<file path="src/logic/sbcpc_pkg.sv">
// shared constants for the pin control logic
package sbcpc_pkg;
	localparam int          CLK_MHZ       = 200;
	localparam int          IGN_DEB_US    = 160;
	localparam int          IGN_DEB_CYC   = IGN_DEB_US * CLK_MHZ;
	localparam int          RST_HOLD_MS   = 4;
	localparam int          RST_HOLD_CYC  = RST_HOLD_MS * 1000 * CLK_MHZ;
	localparam int          TRIG_MIN_NS   = 1000;
	localparam int          TRIG_MIN_CYC  = (TRIG_MIN_NS * CLK_MHZ + 999) / 1000;
	localparam int          CNT_W         = 20;
	localparam int          N_SW          = 8;
	localparam int          N_SINK        = 3;
	localparam int          N_GATE        = 3;
	localparam int          N_EVT         = 5;
	localparam int          EVT_PWRUP     = 0;
	localparam int          EVT_OVERTEMP  = 1;
	localparam int          EVT_SWITCH    = 2;
	localparam int          EVT_IGN_WAKE  = 3;
	localparam int          EVT_BUS_WAKE  = 4;
	localparam logic [1:0]  CODE_BUS_WAKE = 2'h3;
	localparam logic [1:0]  CODE_IGN_WAKE = 2'h2;
	localparam logic [1:0]  CODE_SWITCH   = 2'h1;
	localparam logic [1:0]  CODE_OTHER    = 2'h0;
	localparam logic [3:0]  DIV_SRC_BATT  = 4'h0;
	localparam logic [3:0]  DIV_SRC_LAST  = 4'h8;

	typedef enum logic [1:0] {RST_LOW, RST_HOLD, RST_RUN} sbcpc_rst_state_t;

	// highest priority pending source gives the reported code
	function automatic logic [1:0] sbcpc_irq_code(input logic [N_EVT-1:0] p);
		if (p[EVT_BUS_WAKE]) begin
			return CODE_BUS_WAKE;
		end else if (p[EVT_IGN_WAKE]) begin
			return CODE_IGN_WAKE;
		end else if (p[EVT_SWITCH]) begin
			return CODE_SWITCH;
		end
		return CODE_OTHER;
	endfunction

	// current source pin to pulse gate group
	function automatic int sbcpc_gate_of(input int pin);
		return (pin < 3) ? 0 : ((pin < 6) ? 1 : 2);
	endfunction
endpackage

</file>
<file path="src/logic/sbcpc_pin_ctrl.sv">
// pin-level control logic of the system basis chip toward its host
`timescale 1ns/10ps
module sbcpc_pin_ctrl
	import sbcpc_pkg::*;
#(
	parameter int IGN_DEB_CYCLES  = IGN_DEB_CYC,
	parameter int RST_HOLD_CYCLES = RST_HOLD_CYC
) (
	input  wire logic              clk_sys_i,
	input  wire logic              nrst_i,
	input  wire logic              bus_recessive_i,
	input  wire logic              xcvr_enable_i,
	input  wire logic              sleep_mode_i,
	input  wire logic              ignition_wake_in_i,
	input  wire logic              bus_wake_i,
	input  wire logic              overtemp_i,
	input  wire logic              reg_undervoltage_i,
	input  wire logic              wd_window_fail_i,
	input  wire logic              wd_trigger_n_i,
	input  wire logic              reset_out_n_i,
	input  wire logic              divider_pin_i,
	input  wire logic              div_enable_i,
	input  wire logic [3:0]        div_source_sel_i,
	input  wire logic [N_SW-1:0]   hv_switch_cmp_i,
	input  wire logic [N_SW-1:0]   switch_irq_en_i,
	input  wire logic [N_SW-1:0]   source_enable_i,
	input  wire logic [N_SW-1:0]   source_static_i,
	input  wire logic [N_SINK-1:0] sink_mode_i,
	input  wire logic [N_GATE-1:0] source_gate_in_i,
	input  wire logic              ref_fault_i,
	input  wire logic [N_EVT-1:0]  irq_src_en_i,
	input  wire logic              spi_cs_n_i,
	output logic                   rxd_o,
	output logic                   rxd_oe_o,
	output logic                   xcvr_active_o,
	output logic                   ignition_state_o,
	output logic                   wake_event_o,
	output logic                   reset_out_n_o,
	output logic                   reset_out_n_oe_o,
	output logic                   irq_out_n_o,
	output logic                   irq_out_n_oe_o,
	output logic [1:0]             irq_source_bits_o,
	output logic                   spi_frame_active_o,
	output logic                   wd_trigger_o,
	output logic                   wd_disable_bit_o,
	output logic [3:0]             div_route_o,
	output logic                   div_out_en_o,
	output logic [N_SW-1:0]        switch_state_o,
	output logic [N_SW-1:0]        source_on_o,
	output logic [N_SINK-1:0]      sink_sel_o,
	output logic                   failsafe_ref_o
);
	sbcpc_rst_state_t  rst_state_reg;
	logic [CNT_W-1:0]  rst_cnt_reg;
	logic              rst_cond;
	logic              ign_lvl;
	logic              ign_prev_reg;
	logic              trig_lvl;
	logic              trig_prev_reg;
	logic [N_GATE-1:0] gate_lvl;
	logic [N_SW-1:0]   sw_prev_reg;
	logic              sw_change;
	logic              cs_prev_reg;
	logic              frame_start;
	logic              frame_end;
	logic              pwrup_reg;
	logic [N_EVT-1:0]  events;

	// ---- receive output and transceiver gating
	always_ff @(posedge clk_sys_i or negedge nrst_i) begin
		if (!nrst_i) begin
			rxd_o         <= 1'b1;
			rxd_oe_o      <= 1'b0;
			xcvr_active_o <= 1'b0;
		end else begin
			xcvr_active_o <= xcvr_enable_i && !sleep_mode_i;
			rxd_oe_o      <= !sleep_mode_i;
			if (xcvr_enable_i && !sleep_mode_i) begin
				rxd_o <= bus_recessive_i;
			end else begin
				rxd_o <= 1'b1;
			end
		end
	end

	// ---- ignition wake input
	sbcpc_sync_filt #(
		.STABLE_CYC (CNT_W'(IGN_DEB_CYCLES)),
		.INIT       (1'b0)
	) u_ign_filt (
		.clk_sys_i (clk_sys_i),
		.nrst_i    (nrst_i),
		.din_i     (ignition_wake_in_i),
		.level_o   (ign_lvl)
	);

	// edge driven, so a held-high ignition never keeps the chip out of sleep
	always_ff @(posedge clk_sys_i or negedge nrst_i) begin
		if (!nrst_i) begin
			ign_prev_reg     <= 1'b0;
			ignition_state_o <= 1'b0;
			wake_event_o     <= 1'b0;
		end else begin
			ign_prev_reg     <= ign_lvl;
			ignition_state_o <= ign_lvl;
			wake_event_o     <= ign_lvl && !ign_prev_reg && sleep_mode_i;
		end
	end

	// ---- reset output sequencer
	assign rst_cond = reg_undervoltage_i || wd_window_fail_i;

	always_ff @(posedge clk_sys_i or negedge nrst_i) begin
		if (!nrst_i) begin
			rst_state_reg <= RST_HOLD;
			rst_cnt_reg   <= CNT_W'(RST_HOLD_CYCLES - 1);
		end else begin
			case (rst_state_reg)
				RST_LOW: begin
					if (!rst_cond) begin
						rst_state_reg <= RST_HOLD;
						rst_cnt_reg   <= CNT_W'(RST_HOLD_CYCLES - 1);
					end
				end
				RST_HOLD: begin
					if (rst_cond) begin
						rst_state_reg <= RST_LOW;
					end else if (rst_cnt_reg == '0) begin
						rst_state_reg <= RST_RUN;
					end else begin
						rst_cnt_reg <= rst_cnt_reg - 20'h00001;
					end
				end
				default: begin
					if (rst_cond) begin
						rst_state_reg <= RST_LOW;
					end
				end
			endcase
		end
	end

	always_ff @(posedge clk_sys_i or negedge nrst_i) begin
		if (!nrst_i) begin
			reset_out_n_o    <= 1'b0;
			reset_out_n_oe_o <= 1'b1;
		end else begin
			reset_out_n_o    <= 1'b0;
			reset_out_n_oe_o <= rst_cond || rst_state_reg != RST_RUN;
		end
	end

	// ---- watchdog disable strap, sampled while reset is driven low
	always_ff @(posedge clk_sys_i or negedge nrst_i) begin
		if (!nrst_i) begin
			wd_disable_bit_o <= 1'b0;
		end else if (reset_out_n_oe_o) begin
			wd_disable_bit_o <= divider_pin_i;
		end
	end

	// ---- watchdog trigger, filtered against short glitches
	sbcpc_sync_filt #(
		.STABLE_CYC (CNT_W'(TRIG_MIN_CYC)),
		.INIT       (1'b1)
	) u_trig_filt (
		.clk_sys_i (clk_sys_i),
		.nrst_i    (nrst_i),
		.din_i     (wd_trigger_n_i),
		.level_o   (trig_lvl)
	);

	always_ff @(posedge clk_sys_i or negedge nrst_i) begin
		if (!nrst_i) begin
			trig_prev_reg <= 1'b1;
			wd_trigger_o  <= 1'b0;
		end else begin
			trig_prev_reg <= trig_lvl;
			wd_trigger_o  <= trig_prev_reg && !trig_lvl;
		end
	end

	// ---- divider output routing; the pin is an input while reset is low
	always_ff @(posedge clk_sys_i or negedge nrst_i) begin
		if (!nrst_i) begin
			div_route_o  <= DIV_SRC_BATT;
			div_out_en_o <= 1'b0;
		end else begin
			div_route_o  <= (div_source_sel_i > DIV_SRC_LAST) ? DIV_SRC_BATT : div_source_sel_i;
			div_out_en_o <= div_enable_i && !sleep_mode_i && !reset_out_n_oe_o;
		end
	end

	// ---- switch inputs and current sources
	// first cycle after reset only loads the history, so a high switch is no false change
	assign sw_change = |((hv_switch_cmp_i ^ sw_prev_reg) & switch_irq_en_i) && !sleep_mode_i &&
		!pwrup_reg;

	always_ff @(posedge clk_sys_i or negedge nrst_i) begin
		if (!nrst_i) begin
			sw_prev_reg    <= '0;
			switch_state_o <= '0;
		end else begin
			sw_prev_reg    <= hv_switch_cmp_i;
			switch_state_o <= hv_switch_cmp_i;
		end
	end

	genvar g;
	generate
		for (g = 0; g < N_GATE; g++) begin : gen_gate
			sbcpc_sync_filt #(
				.STABLE_CYC (20'h00001),
				.INIT       (1'b0)
			) u_gate_sync (
				.clk_sys_i (clk_sys_i),
				.nrst_i    (nrst_i),
				.din_i     (source_gate_in_i[g]),
				.level_o   (gate_lvl[g])
			);
		end
		for (g = 0; g < N_SW; g++) begin : gen_src
			always_ff @(posedge clk_sys_i or negedge nrst_i) begin
				if (!nrst_i) begin
					source_on_o[g] <= 1'b0;
				end else begin
					source_on_o[g] <= source_enable_i[g] && !sleep_mode_i &&
						(source_static_i[g] || gate_lvl[sbcpc_gate_of(g)]);
				end
			end
		end
	endgenerate

	// only three pins have a sink stage, so the mode vector is three wide
	always_ff @(posedge clk_sys_i or negedge nrst_i) begin
		if (!nrst_i) begin
			sink_sel_o     <= '0;
			failsafe_ref_o <= 1'b0;
		end else begin
			sink_sel_o     <= sink_mode_i;
			failsafe_ref_o <= ref_fault_i;
		end
	end

	// ---- serial frame framing, gated until the reset pin is really high
	always_ff @(posedge clk_sys_i or negedge nrst_i) begin
		if (!nrst_i) begin
			cs_prev_reg        <= 1'b1;
			spi_frame_active_o <= 1'b0;
			pwrup_reg          <= 1'b1;
		end else begin
			cs_prev_reg <= spi_cs_n_i;
			pwrup_reg   <= 1'b0;
			if (frame_start) begin
				spi_frame_active_o <= 1'b1;
			end else if (frame_end) begin
				spi_frame_active_o <= 1'b0;
			end
		end
	end

	assign frame_start = cs_prev_reg && !spi_cs_n_i && reset_out_n_i && !reset_out_n_oe_o;
	assign frame_end   = !cs_prev_reg && spi_cs_n_i && spi_frame_active_o;

	// ---- interrupt sources
	assign events = irq_src_en_i & {bus_wake_i, wake_event_o, sw_change, overtemp_i, pwrup_reg};

	sbcpc_irq_ctrl u_irq (
		.clk_sys_i         (clk_sys_i),
		.nrst_i            (nrst_i),
		.event_i           (events),
		.frame_start_i     (frame_start),
		.frame_end_i       (frame_end),
		.irq_out_n_oe_o    (irq_out_n_oe_o),
		.irq_source_bits_o (irq_source_bits_o)
	);

	always_ff @(posedge clk_sys_i or negedge nrst_i) begin
		if (!nrst_i) begin
			irq_out_n_o <= 1'b0;
		end else begin
			irq_out_n_o <= 1'b0;
		end
	end
endmodule

</file>
<file path="src/logic/sbcpc_sync_filt.sv">
// two-flop synchroniser followed by a stable-level filter
`timescale 1ns/10ps
module sbcpc_sync_filt
	import sbcpc_pkg::*;
#(
	parameter logic [CNT_W-1:0] STABLE_CYC = 20'h00001,
	parameter logic             INIT       = 1'b0
) (
	input  wire logic clk_sys_i,
	input  wire logic nrst_i,
	input  wire logic din_i,
	output logic      level_o
);
	logic             meta_reg;
	logic             sync_reg;
	logic [CNT_W-1:0] cnt_reg;

	always_ff @(posedge clk_sys_i or negedge nrst_i) begin
		if (!nrst_i) begin
			meta_reg <= INIT;
			sync_reg <= INIT;
		end else begin
			meta_reg <= din_i;
			sync_reg <= meta_reg;
		end
	end

	// a level shorter than STABLE_CYC never reaches the output
	always_ff @(posedge clk_sys_i or negedge nrst_i) begin
		if (!nrst_i) begin
			level_o <= INIT;
			cnt_reg <= '0;
		end else if (sync_reg == level_o) begin
			cnt_reg <= '0;
		end else if (cnt_reg == STABLE_CYC - 20'h00001) begin
			level_o <= sync_reg;
			cnt_reg <= '0;
		end else begin
			cnt_reg <= cnt_reg + 20'h00001;
		end
	end
endmodule

</file>
<file path="src/logic/sbcpc_irq_ctrl.sv">
// sticky interrupt sources, source report and release at frame end
`timescale 1ns/10ps
module sbcpc_irq_ctrl
	import sbcpc_pkg::*;
(
	input  wire logic             clk_sys_i,
	input  wire logic             nrst_i,
	input  wire logic [N_EVT-1:0] event_i,
	input  wire logic             frame_start_i,
	input  wire logic             frame_end_i,
	output logic                  irq_out_n_oe_o,
	output logic      [1:0]       irq_source_bits_o
);
	logic [N_EVT-1:0] pending_reg;
	logic [N_EVT-1:0] pending_next;
	logic [N_EVT-1:0] reported_reg;

	// a new event in the clearing cycle stays pending
	always_comb begin
		pending_next = pending_reg | event_i;
		if (frame_end_i) begin
			pending_next = (pending_reg & ~reported_reg) | event_i;
		end
	end

	always_ff @(posedge clk_sys_i or negedge nrst_i) begin
		if (!nrst_i) begin
			pending_reg    <= '0;
			irq_out_n_oe_o <= 1'b0;
		end else begin
			pending_reg    <= pending_next;
			irq_out_n_oe_o <= |pending_next;
		end
	end

	always_ff @(posedge clk_sys_i or negedge nrst_i) begin
		if (!nrst_i) begin
			reported_reg      <= '0;
			irq_source_bits_o <= CODE_OTHER;
		end else if (frame_start_i) begin
			reported_reg      <= pending_reg;
			irq_source_bits_o <= sbcpc_irq_code(pending_reg);
		end else if (frame_end_i) begin
			reported_reg <= '0;
		end
	end
endmodule

</file>
<file path="config.mk">
export PLATFORM = sky130hd
export DESIGN_NAME = sbcpc_pin_ctrl
export DESIGN_NICKNAME = d
export VERILOG_FILES = /design/src/logic/sbcpc_pkg.sv /design/src/logic/sbcpc_pin_ctrl.sv /design/src/logic/sbcpc_sync_filt.sv /design/src/logic/sbcpc_irq_ctrl.sv
export SDC_FILE = /design/constraint.sdc
export NUM_CORES = 1
export LEC_CHECK = 0
export BUFFER_PORTS_ARGS = -buffer_cell sky130_fd_sc_hd__buf_2
export CAP_MARGIN = 25
export CORE_MARGIN = 3
export CORE_UTILIZATION = 35
export DETAILED_ROUTE_END_ITERATION = 10
export HOLD_SLACK_MARGIN = 0.02
export PLACE_DENSITY = 0.52
export SYNTH_ARGS = -nofsm -noshare
export SYNTH_HDL_FRONTEND = slang
export SYNTH_SLANG_ARGS = --single-unit
</file>
<file path="constraint.sdc">
create_clock -name clk_sys_i -period 5.5 [get_ports clk_sys_i]
set_clock_uncertainty 0.1 [all_clocks]
set_input_delay 1.1 -clock clk_sys_i [delete_from_list [all_inputs] [get_ports clk_sys_i]]
set_output_delay 1.1 -clock clk_sys_i [all_outputs]
set_load 0.02 [all_outputs]
</file>
==> flow_metrics.tcl, run 1 <==
set metrics [dict create \
    netlist-cell-type-count 50 \
    post_drt_wl_per_cell_um 14.3 \
    globalRouteTotalUtil_pct 14.2 \
    netlist_area_um2 8340 \
    clock_latency_ns 0.43 \
    synth_async_sr_flop_share_pct 100 \
    synth-edff-count 0 \
    netlist_top_cells_area "dfrtp_1 (50%), xor2_1 (7.0%), dfstp_2 (6.9%), nor2_1 (5.7%), nand3_1 (3.5%)" \
    cts-resized-gates 0 \
    top_ff_cell_synth "dfrtp_1" \
    synth_largest_type_area_fraction_pct 49.5 \
    critPathCaptureType "flip-flop" \
    setup_total_negative_slack_ns 0 \
    max_cap_violations 0 \
    clock_tree.buffer_depth 2 \
    place_inst 1183 \
    outcome "finished, final reports clean" \
    die_w_um 160 \
    clock_tree.root_cell "clkbuf_16" \
    first_iter_violations 179 \
    ant_nets 0 \
    worst-path-stages 6 \
    drive_gt1_share_pct 20.2 \
    p_per_area_nw_per_um2 295 \
    clock_transition_at_the_registers_of_the_reported_paths_ns 0.07 \
    ys_seq_area_share_pct 56.4 \
    tightestPinTransition_ns 1.03 \
    detailedPlacementHpwl_mm 11.8 \
    die_area_um2 25700 \
    post-route-period-util_pct 47.7 \
    post_cts_buffers 0 \
    ys_seq_elements 187 \
    fin_nets 963 \
    yosys.cell_count.top_type "dfrtp_1" \
    number_of_cells_traversed_by_the_worst_register_to_register_path 8 \
    timing.hold.worst_path_depth 0 \
    largest_reg_flops 60 \
    yosys-top-cells-count "dfrtp_1 (165), nor2_1 (127), xor2_1 (67)" \
    rows 55 \
    yosys.area.top_type "dfrtp_1" \
    grt_first_pass_wirelength_mm 29.8 \
    design.portCount 102 \
    critical_path_peak_fanout 9 \
    hold-worst-slack_ns 0.250 \
    setup_violations 0 \
    global_route.overflow_total 0 \
    grt_antenna_before_repair 1 \
    grt_max_degree 112 \
    finalMaxSlewViolations 0 \
    core_area_um2 23100 \
    cts_tree "done" \
    crit_path_max_delay_cell_type "or4_1" \
    final_estimated_routing_congestion_in_global_placement 0.771 \
    worst-endpoint-arrival_ns 2.89 \
    nFillCells 2216 \
    drt-vias-per-instance 4.93 \
    timing.critical_path.buf_inv 1 \
    worstHoldPathType "flip-flop to flip-flop" \
    drcViolationCount 0 \
    final-hold-violation-count 0 \
    slew-limit-headroom_pct 30.7 \
    clock_h_tree_levels 4 \
    initial_util_pct 36.2 \
    timing.critical_path.required_ns 5.77 \
    synthesis.instances 784 \
    syn_avg_cell_area_um2 10.6 \
    crit_path_start_kind "primary input" \
    timing.critical_path.slowest_cell_delay_ns 0.49 \
    numCtsBuffers 17 \
    drt-total-wl_mm 17.3 \
    achievable-frequency_mhz 381 \
    io_port_bufs 99 \
    die_h_um 160 \
    setup.worst_path.class "primary input to flip-flop" \
    hold_buffers 0 \
    number_of_global_route_vias_before_repair 6023 \
    cpLargestDelayFamily "simple AND/OR/NAND/NOR gates" \
    critical_path_cell_by_cell "buf_2, nor3_2, nand4_1, or4_1, or3_1, nand3_1" \
    finalNonFillerCells 1216 \
    setup_repair_after_global_routing_missed_its_margin "false" \
    synth.yosys.warnings 0 \
    ir_drop_uv 171 \
    post-route-min-period_ns 2.62 \
    antenna_cells_inserted 0 \
    leakage_nw 4.22 \
    areaGrowthSynthToFinish_pct 18.3 \
    numClockSinks 187 \
    num_vias 5992 \
    first_pass_detailed_route_iteration_total 5 \
]
[cell usage in the layout (no fill, tap or decap), types with 10 or more instances in the layout]
master,netlist,layout
buf_2,1,98
o21ai_0,15,13
xnor2_1,31,31
nor3_1,13,13
inv_1,24,24
xor2_1,67,67
nand2_1,33,33
dfrtp_1,165,165
clkbuf_16,0,17
dfstp_2,22,22
nand4_1,30,30
o31ai_1,10,10
and4_1,12,12
nor2_1,127,127
nor4_1,24,24
ha_1,10,10
a21oi_1,17,17
nand3_1,59,59
or3_1,13,13
[per-layer routing]
layer  vias to the layer above  global-route usage (%)  share of wire (%)
met5                         -                       0                  0
met4                         0                    4.85                2.0
met3                        20                    4.10                5.2
met2                       130                    21.8                 44
met1                      2887                    19.2                 49
li1                       2955                       -                  -
[final cells by class]
type | count | area (um2) | share of cell area, %
Inverter | 25 | 93.8 | 0.951
Timing Repair Buffer | 106 | 557 | 5.64
Tap cell | 313 | 392 | 3.97
Multi-Input combinational cell | 553 | 3460 | 35.0
Sequential cell | 187 | 4710 | 47.7
Clock inverter | 13 | 216 | 2.19
Clock buffer | 19 | 443 | 4.49
[cells by family (layout without fill, tap and decap cells)]
| kind of cell | Yosys count | in the layout | share of synthesized area, % |
|---|---|---|---|
| flip-flops | 187 | 187 | 56.4 |
| adder cells (fa/ha/maj) | 10 | 10 | 1.50 |
| AO/OA/AOI/OAI | 73 | 73 | 6.09 |
| buffers and inverters | 46 | 163 | 2.27 |
| AND/OR/NAND/NOR | 362 | 362 | 22.4 |
| multiplexers | 7 | 7 | 0.945 |
| XOR/XNOR | 98 | 98 | 10.3 |
| other | 1 | 3 | 0.0450 |
[worst paths after layout]
check	startpoint	end	slack, ns
setup / recovery	wd_window_fail_i	rst_cnt_reg[19]	2.88
hold / removal	gen_gate[1].u_gate_sync.meta_reg	gen_gate[1].u_gate_sync.sync_reg	0.25
setup reg to reg	rst_cnt_reg[0]	rst_cnt_reg[12]	2.95
hold reg to reg	gen_gate[1].u_gate_sync.meta_reg	gen_gate[1].u_gate_sync.sync_reg	0.25
max in group asynchronous	nrst_i	u_trig_filt.level_o	3.53
min in group asynchronous	nrst_i	sink_sel_o[1]	0.71
[report_power, final]
part | switching (mW) | internal [mW] | leakage, nW
Combinational | 0.0806 | 0.0447 | 1.48
Sequential | 0.0156 | 1.40 | 2.43
Clock | 0.547 | 0.825 | 0.310
Total | 0.644 | 2.27 | 4.22
[per-stage QoR]
step | setup WS [ns] | total power, mW | cell area (um2) | utilization (%)
3_5_place_dp | 2.36 | 1.57 | 9200 | 39.9
5_1_grt | 2.72 | 3.04 | 9870 | 42.8
4_1_cts | 2.87 | 2.97 | 9860 | 42.8
6_report | 2.88 | 2.91 | 9870 | 42.8
3_3_place_gp | 2.43 | 1.57 | 9200 | 39.9
2_1_floorplan | 2.86 | 1.49 | 8350 | -
(Power assumes the default switching activity.)
==> run 2: changes to the inputs <==
==> constraint.sdc (replaced) <==
create_clock -name clk_sys_i -period 2.5 [get_ports clk_sys_i]
set_clock_uncertainty 0.1 [all_clocks]
set_input_delay 0.5 -clock clk_sys_i [delete_from_list [all_inputs] [get_ports clk_sys_i]]
set_output_delay 0.5 -clock clk_sys_i [all_outputs]
set_load 0.02 [all_outputs]
==> run 2 against run 1 <==
Register-to-register slack worse by 2.8 ns. Total power is 100% higher. Cell count is 1.6% higher. Die area stayed put. Wire length is 2.1% higher. Largest cell class unchanged. Highest routed layer is now met5.
==> flow_metrics.tcl, run 2 (same netlist as run 1, synthesis figures left out) <==
set metrics [dict create \
    worstHoldEndpoint "u_trig_filt.meta_reg" \
    minimum_setup_slack_among_reg_to_reg_paths_ns 0.10 \
    io_port_bufs 99 \
    setup.worst_path.class "flip-flop to flip-flop" \
    design.portCount 102 \
    critPathCaptureType "flip-flop" \
    numCtsBuffers 17 \
    die_area_um2 25700 \
    place_inst 1198 \
    grt_max_degree 60 \
    timing.rr.end "rst_cnt_reg[17]" \
    detailedPlacementHpwl_mm 12.5 \
    nFillCells 2267 \
    final_common_cell "dfrtp_1" \
    grt_antenna_before_repair 1 \
    netsw_mw 1.41 \
    setup_violations 0 \
    clock_latency_ns 0.43 \
    power.share.clock_pct 42.3 \
    final_estimated_routing_congestion_in_global_placement 0.791 \
    fin_total_pwr_mw 5.91 \
    drt-vias-per-instance 4.87 \
    finalMaxSlewViolations 0 \
    num_vias 6018 \
    first_pass_detailed_route_iteration_total 4 \
    clock_h_tree_levels 4 \
    areaGrowthSynthToFinish_pct 18.8 \
    max_cap_violations 0 \
    setup_total_negative_slack_ns 0 \
    post-place-ws_ns 0.0558 \
    number_of_cells_traversed_by_the_worst_register_to_register_path 9 \
    finalNonFillerCells 1235 \
    cts-resized-gates 0 \
    initial_util_pct 36.2 \
    top_library_cells_by_usage_in_the_layout_fill_and_taps_aside "dfrtp_1 (165), nor2_1 (127), buf_2 (98)" \
    setup_repair_after_global_routing_missed_its_margin "false" \
    global_route.overflow_total 0 \
    die_w_um 160 \
    worstHoldPathType "primary input to flip-flop" \
    largest_reg_flops 60 \
    clock_transition_at_the_registers_of_the_reported_paths_ns 0.08 \
    timing.critical_path.required_ns 2.76 \
    achievable-frequency_mhz 417 \
    crit_path_start_kind "flip-flop" \
    slew-limit-headroom_pct 64.9 \
    critical_path.reg2reg.startpoint "rst_cnt_reg[0]" \
    drcViolationCount 0 \
    first_iter_violations 240 \
    drt-total-wl_mm 17.7 \
    number_of_global_route_vias_before_repair 5926 \
    ant_nets 0 \
    grt_first_pass_wirelength_mm 30.2 \
    leakage_nw 4.26 \
    post-route-period-util_pct 95.9 \
    postLayoutSetupSlackWorst_ns 0.103 \
    clock_tree.root_cell "clkbuf_16" \
    fin_util_pct 43.0 \
    hp-start "wd_trigger_n_i" \
    rows 55 \
    outcome "finished, final reports clean" \
    timing.hold.worst_path_depth 1 \
    post_drt_wl_per_cell_um 14.3 \
    fin_nets 981 \
    power_report.internal_total_mw 4.50 \
    cts_tree "done" \
    power_frac_comb_pct 4.9 \
    core_area_um2 23100 \
    tightestPinTransition_ns 0.523 \
    die_h_um 160 \
    drive_gt1_share_pct 21.5 \
    final-hold-violation-count 0 \
    worst-endpoint-arrival_ns 2.65 \
    ir_drop_uv 401 \
    post-route-min-period_ns 2.40 \
    numClockSinks 187 \
    p_per_area_nw_per_um2 597 \
    share_seq_of_total_power_pct 52.8 \
    critical_path_peak_fanout 7 \
    clock_tree.buffer_depth 2 \
    power_switching_share_pct 23.8 \
    globalRouteTotalUtil_pct 14.4 \
]
## run 2: worst max-delay path: stages (launching register included)
cell and delay, ns:
dfstp_2 0.55, inv_1 0.09, ha_1 0.21, nor4b_1 0.15
nand4_1 0.11, o211ai_1 0.09, buf_4 0.17, buf_4 0.13
or4b_2 0.59, a21oi_1 0.13
## run 2: layout make-up
class | count | area (um2) | area share (%)
flip-flops and latches | 187 | 4710 | 47.5
multi-input cells | 553 | 3460 | 34.9
repair buffers | 124 | 719 | 7.26
clock buffers | 20 | 447 | 4.51
well taps | 313 | 392 | 3.95
inverters | 25 | 93.8 | 0.947
clock inverters | 12 | 92.6 | 0.934
diodes | 1 | 2.50 | 0.0252
## run 2: metal layers
layer  vias up  wire, um  global-route usage (%)  part of all wire, %
met5         -        13                       0                0.073
met4         2       193                    4.26                  1.1
met3        18       714                    3.56                  4.0
met2       102      7740                    22.1                   44
met1      2902      9040                    20.4                   51
li1       2994         -                       -                    -
## run 2: worst max-delay path by stage
stage / startpoint / endpoint / cells past startpoint
4_1_cts: rst_cnt_reg[0] / rst_cnt_reg[11] / 8
3_5_place_dp: rst_cnt_reg[0] / rst_cnt_reg[11] / 8
2_1_floorplan: rst_cnt_reg[14] / rst_cnt_reg[19] / 5
5_1_grt: rst_cnt_reg[0] / rst_cnt_reg[17] / 9
6_report: rst_cnt_reg[0] / rst_cnt_reg[17] / 9
3_3_place_gp: rst_cnt_reg[0] / rst_cnt_reg[17] / 7
## run 2: what timing repair did
item,4_1_cts,5_1_grt
endpoints found under the hold margin,33,0
setup endpoints to repair,0,8
buffers inserted,0,3
hold buffers,1,0
## run 2: metrics by stage
step / hold slack (ns) / instance area [um2]
final: 0.0700 / 9910
after global routing: 0.0405 / 9910
after CTS: 0.0461 / 9890
after detailed placement: 0.236 / 9340
after global placement: 0.233 / 9340
after floorplan: 0.104 / 8350
## run 2: power groups by stage
stage               clock (mW)  combinational (mW)  sequential (mW)
floorplan                    0              0.0915             3.20
global placement             0               0.298             3.17
detailed placement           0               0.301             3.18
CTS                       2.59               0.302             3.12
global route              2.73               0.333             3.12
finish                    2.50               0.292             3.12
==> run 3: changes to the inputs <==
--- a/config.mk
+++ b/config.mk
@@ -9,6 +9,7 @@
 export CAP_MARGIN = 25
 export CORE_MARGIN = 3
 export CORE_UTILIZATION = 35
+export CTS_BUF_LIST = sky130_fd_sc_hd__clkbuf_8
 export DETAILED_ROUTE_END_ITERATION = 10
 export HOLD_SLACK_MARGIN = 0.02
 export PLACE_DENSITY = 0.52
==> run 3 against run 2 <==
Largest power group unchanged. Core utilization down 0.36 points. Via count up 0.15%. Global-route usage about the same. Cell count up 0.81%. Die area unchanged. Total power down 11%. Setup slack worse by 0.0086 ns. Clock-buffer cell count down 2. Worst hold slack worse by 0.017 ns. Sequential share of layout area up 0.41 points.
==> flow_metrics.tcl, run 3 (same netlist as run 1, synthesis figures left out) <==
set metrics [dict create \
    number_of_cells_traversed_by_the_worst_register_to_register_path 9 \
    post_drt_wl_per_cell_um 14.2 \
    postLayoutSetupSlackWorst_ns 0.0946 \
    clock_tree.root_cell "clkbuf_8" \
    numClockSinks 187 \
    global_route.overflow_total 0 \
    globalRouteTotalUtil_pct 14.4 \
    p_per_area_nw_per_um2 534 \
    achievable-frequency_mhz 416 \
    crit_path_start_kind "flip-flop" \
    critical_path_peak_fanout 7 \
    timing.critical_path.required_ns 2.80 \
    timing.critical_path.slowest_cell_delay_ns 0.59 \
    outcome "finished, final reports clean" \
    worstHoldPathType "primary input to flip-flop" \
    areaGrowthSynthToFinish_pct 17.8 \
    worstHoldEndpoint "sw_prev_reg[0]" \
    post-route-min-period_ns 2.41 \
    num_vias 6027 \
    setup.worst_path.class "flip-flop to flip-flop" \
    first_iter_violations 247 \
    power_frac_comb_pct 5.8 \
    crit_path_max_delay_cell_type "or4b_2" \
    drcViolationCount 0 \
    ant_nets 0 \
    clock_transition_at_the_registers_of_the_reported_paths_ns 0.11 \
    leakage_nw 4.23 \
    setup_violations 0 \
    timing.rr.end "rst_cnt_reg[17]" \
    clock_tree.buffer_depth 2 \
    finalNonFillerCells 1245 \
    slew-limit-headroom_pct 65.6 \
    die_area_um2 25700 \
    rows 55 \
    grt_antenna_before_repair 0 \
    detailedPlacementHpwl_mm 12.5 \
    fin_util_pct 42.6 \
    post-route-period-util_pct 96.2 \
    die_h_um 160 \
    most_common_cell_type_on_the_critical_path "buf_4" \
    share_seq_of_total_power_pct 59.4 \
    initial_util_pct 36.2 \
    nFillCells 2288 \
    place_inst 1198 \
    io_port_bufs 99 \
    cts-resized-gates 0 \
    post-place-ws_ns 0.0558 \
    cts_tree "done" \
    ir_drop_uv 302 \
    numCtsBuffers 17 \
    critPathCaptureType "flip-flop" \
    final_common_cell "dfrtp_1" \
    largest_reg_flops 60 \
    timing.hold.worst_path_depth 1 \
    setup_total_negative_slack_ns 0 \
    clock_h_tree_levels 4 \
    drt-total-wl_mm 17.7 \
    drive_gt1_share_pct 21.2 \
    number_of_global_route_vias_before_repair 5943 \
    top_library_cells_by_usage_in_the_layout_fill_and_taps_aside "dfrtp_1 (165), nor2_1 (127), buf_2 (98)" \
    power.share.clock_pct 34.8 \
    final-hold-violation-count 0 \
    worst-endpoint-arrival_ns 2.70 \
    design.portCount 102 \
    design_area_um2 9830 \
    grt_first_pass_wirelength_mm 30.1 \
    drt-vias-per-instance 4.84 \
    clock_latency_ns 0.47 \
    minimum_setup_slack_among_reg_to_reg_paths_ns 0.09 \
    antenna_cells_inserted 0 \
    power_report.internal_total_mw 3.92 \
    final_estimated_routing_congestion_in_global_placement 0.791 \
    die_w_um 160 \
    finalMaxSlewViolations 0 \
    fin_nets 992 \
    netsw_mw 1.33 \
    setup_repair_after_global_routing_missed_its_margin "false" \
    max_cap_violations 0 \
    first_pass_detailed_route_iteration_total 4 \
    core_area_um2 23100 \
    critical_path_cell_by_cell "inv_1, ha_1, nor4b_1, nand4_1, o211ai_1, buf_4, buf_4, or4b_2, a21oi_1" \
    hp-start "hv_switch_cmp_i[0]" \
    grt_max_degree 60 \
    critical_path.reg2reg.startpoint "rst_cnt_reg[0]" \
    power_switching_share_pct 25.3 \
    dpl-instance-area_um2 9340 \
    tightestPinTransition_ns 0.512 \
]
## run 3: power groups by stage
| stage | clock network, mW | logic (mW) | registers (mW) |
|---|---|---|---|
| after detailed placement | 0 | 0.301 | 3.18 |
| final | 1.82 | 0.307 | 3.12 |
| after CTS | 1.91 | 0.313 | 3.12 |
| after global routing | 2.04 | 0.348 | 3.12 |
| after global placement | 0 | 0.298 | 3.17 |
| after floorplan | 0 | 0.0915 | 3.20 |
## run 3: layout make-up
cell class | instances | area, um2 | area share, %
Clock inverter | 14 | 100 | 1.02
Timing Repair Buffer | 135 | 830 | 8.44
Multi-Input combinational cell | 553 | 3460 | 35.2
Sequential cell | 187 | 4710 | 47.9
Clock buffer | 18 | 248 | 2.52
Tap cell | 313 | 392 | 3.99
Inverter | 25 | 93.8 | 0.955
## run 3: per-layer routing
metal	vias to the layer above	part of all wire, %	global-route usage (%)
li1	3013	-	-
met1	2897	52	20.4
met2	101	43	22.1
met3	16	4.0	3.66
met4	0	0.99	3.79
met5	-	0	0
## run 3: timing repair
action | 4_1_cts | 5_1_grt
setup endpoints to repair | 0 | 8
hold buffers | 9 | 3
setup buffers | 0 | 3
endpoints found under the hold margin | 41 | 3
## run 3: worst max-delay path by stage
stage	slack [ns]	end	from	depth (start not counted)
2_1_floorplan	0.38	rst_cnt_reg[19]	rst_cnt_reg[14]	5
3_3_place_gp	0.19	rst_cnt_reg[17]	rst_cnt_reg[0]	7
3_5_place_dp	0.06	rst_cnt_reg[11]	rst_cnt_reg[0]	8
4_1_cts	0.04	rst_cnt_reg[11]	rst_cnt_reg[0]	8
5_1_grt	0.01	rst_cnt_reg[17]	rst_cnt_reg[0]	9
6_report	0.09	rst_cnt_reg[17]	rst_cnt_reg[0]	9
## run 3: metrics by stage
step,hold WS (ns),total power [mW]
3_3_place_gp,0.233,3.47
6_report,0.0534,5.25
2_1_floorplan,0.104,3.29
5_1_grt,0.0210,5.51
4_1_cts,0.0201,5.34
3_5_place_dp,0.236,3.48
## run 3: critical path: cells and delay by family, from the launching register on
family / cells / cell delay, ns
and+or+nand+nor: 3 / 0.85
buffers and inverters: 3 / 0.39
adders and majority gates: 1 / 0.21
AOI/OAI and AO/OA: 2 / 0.22
DFF: 1 / 0.56
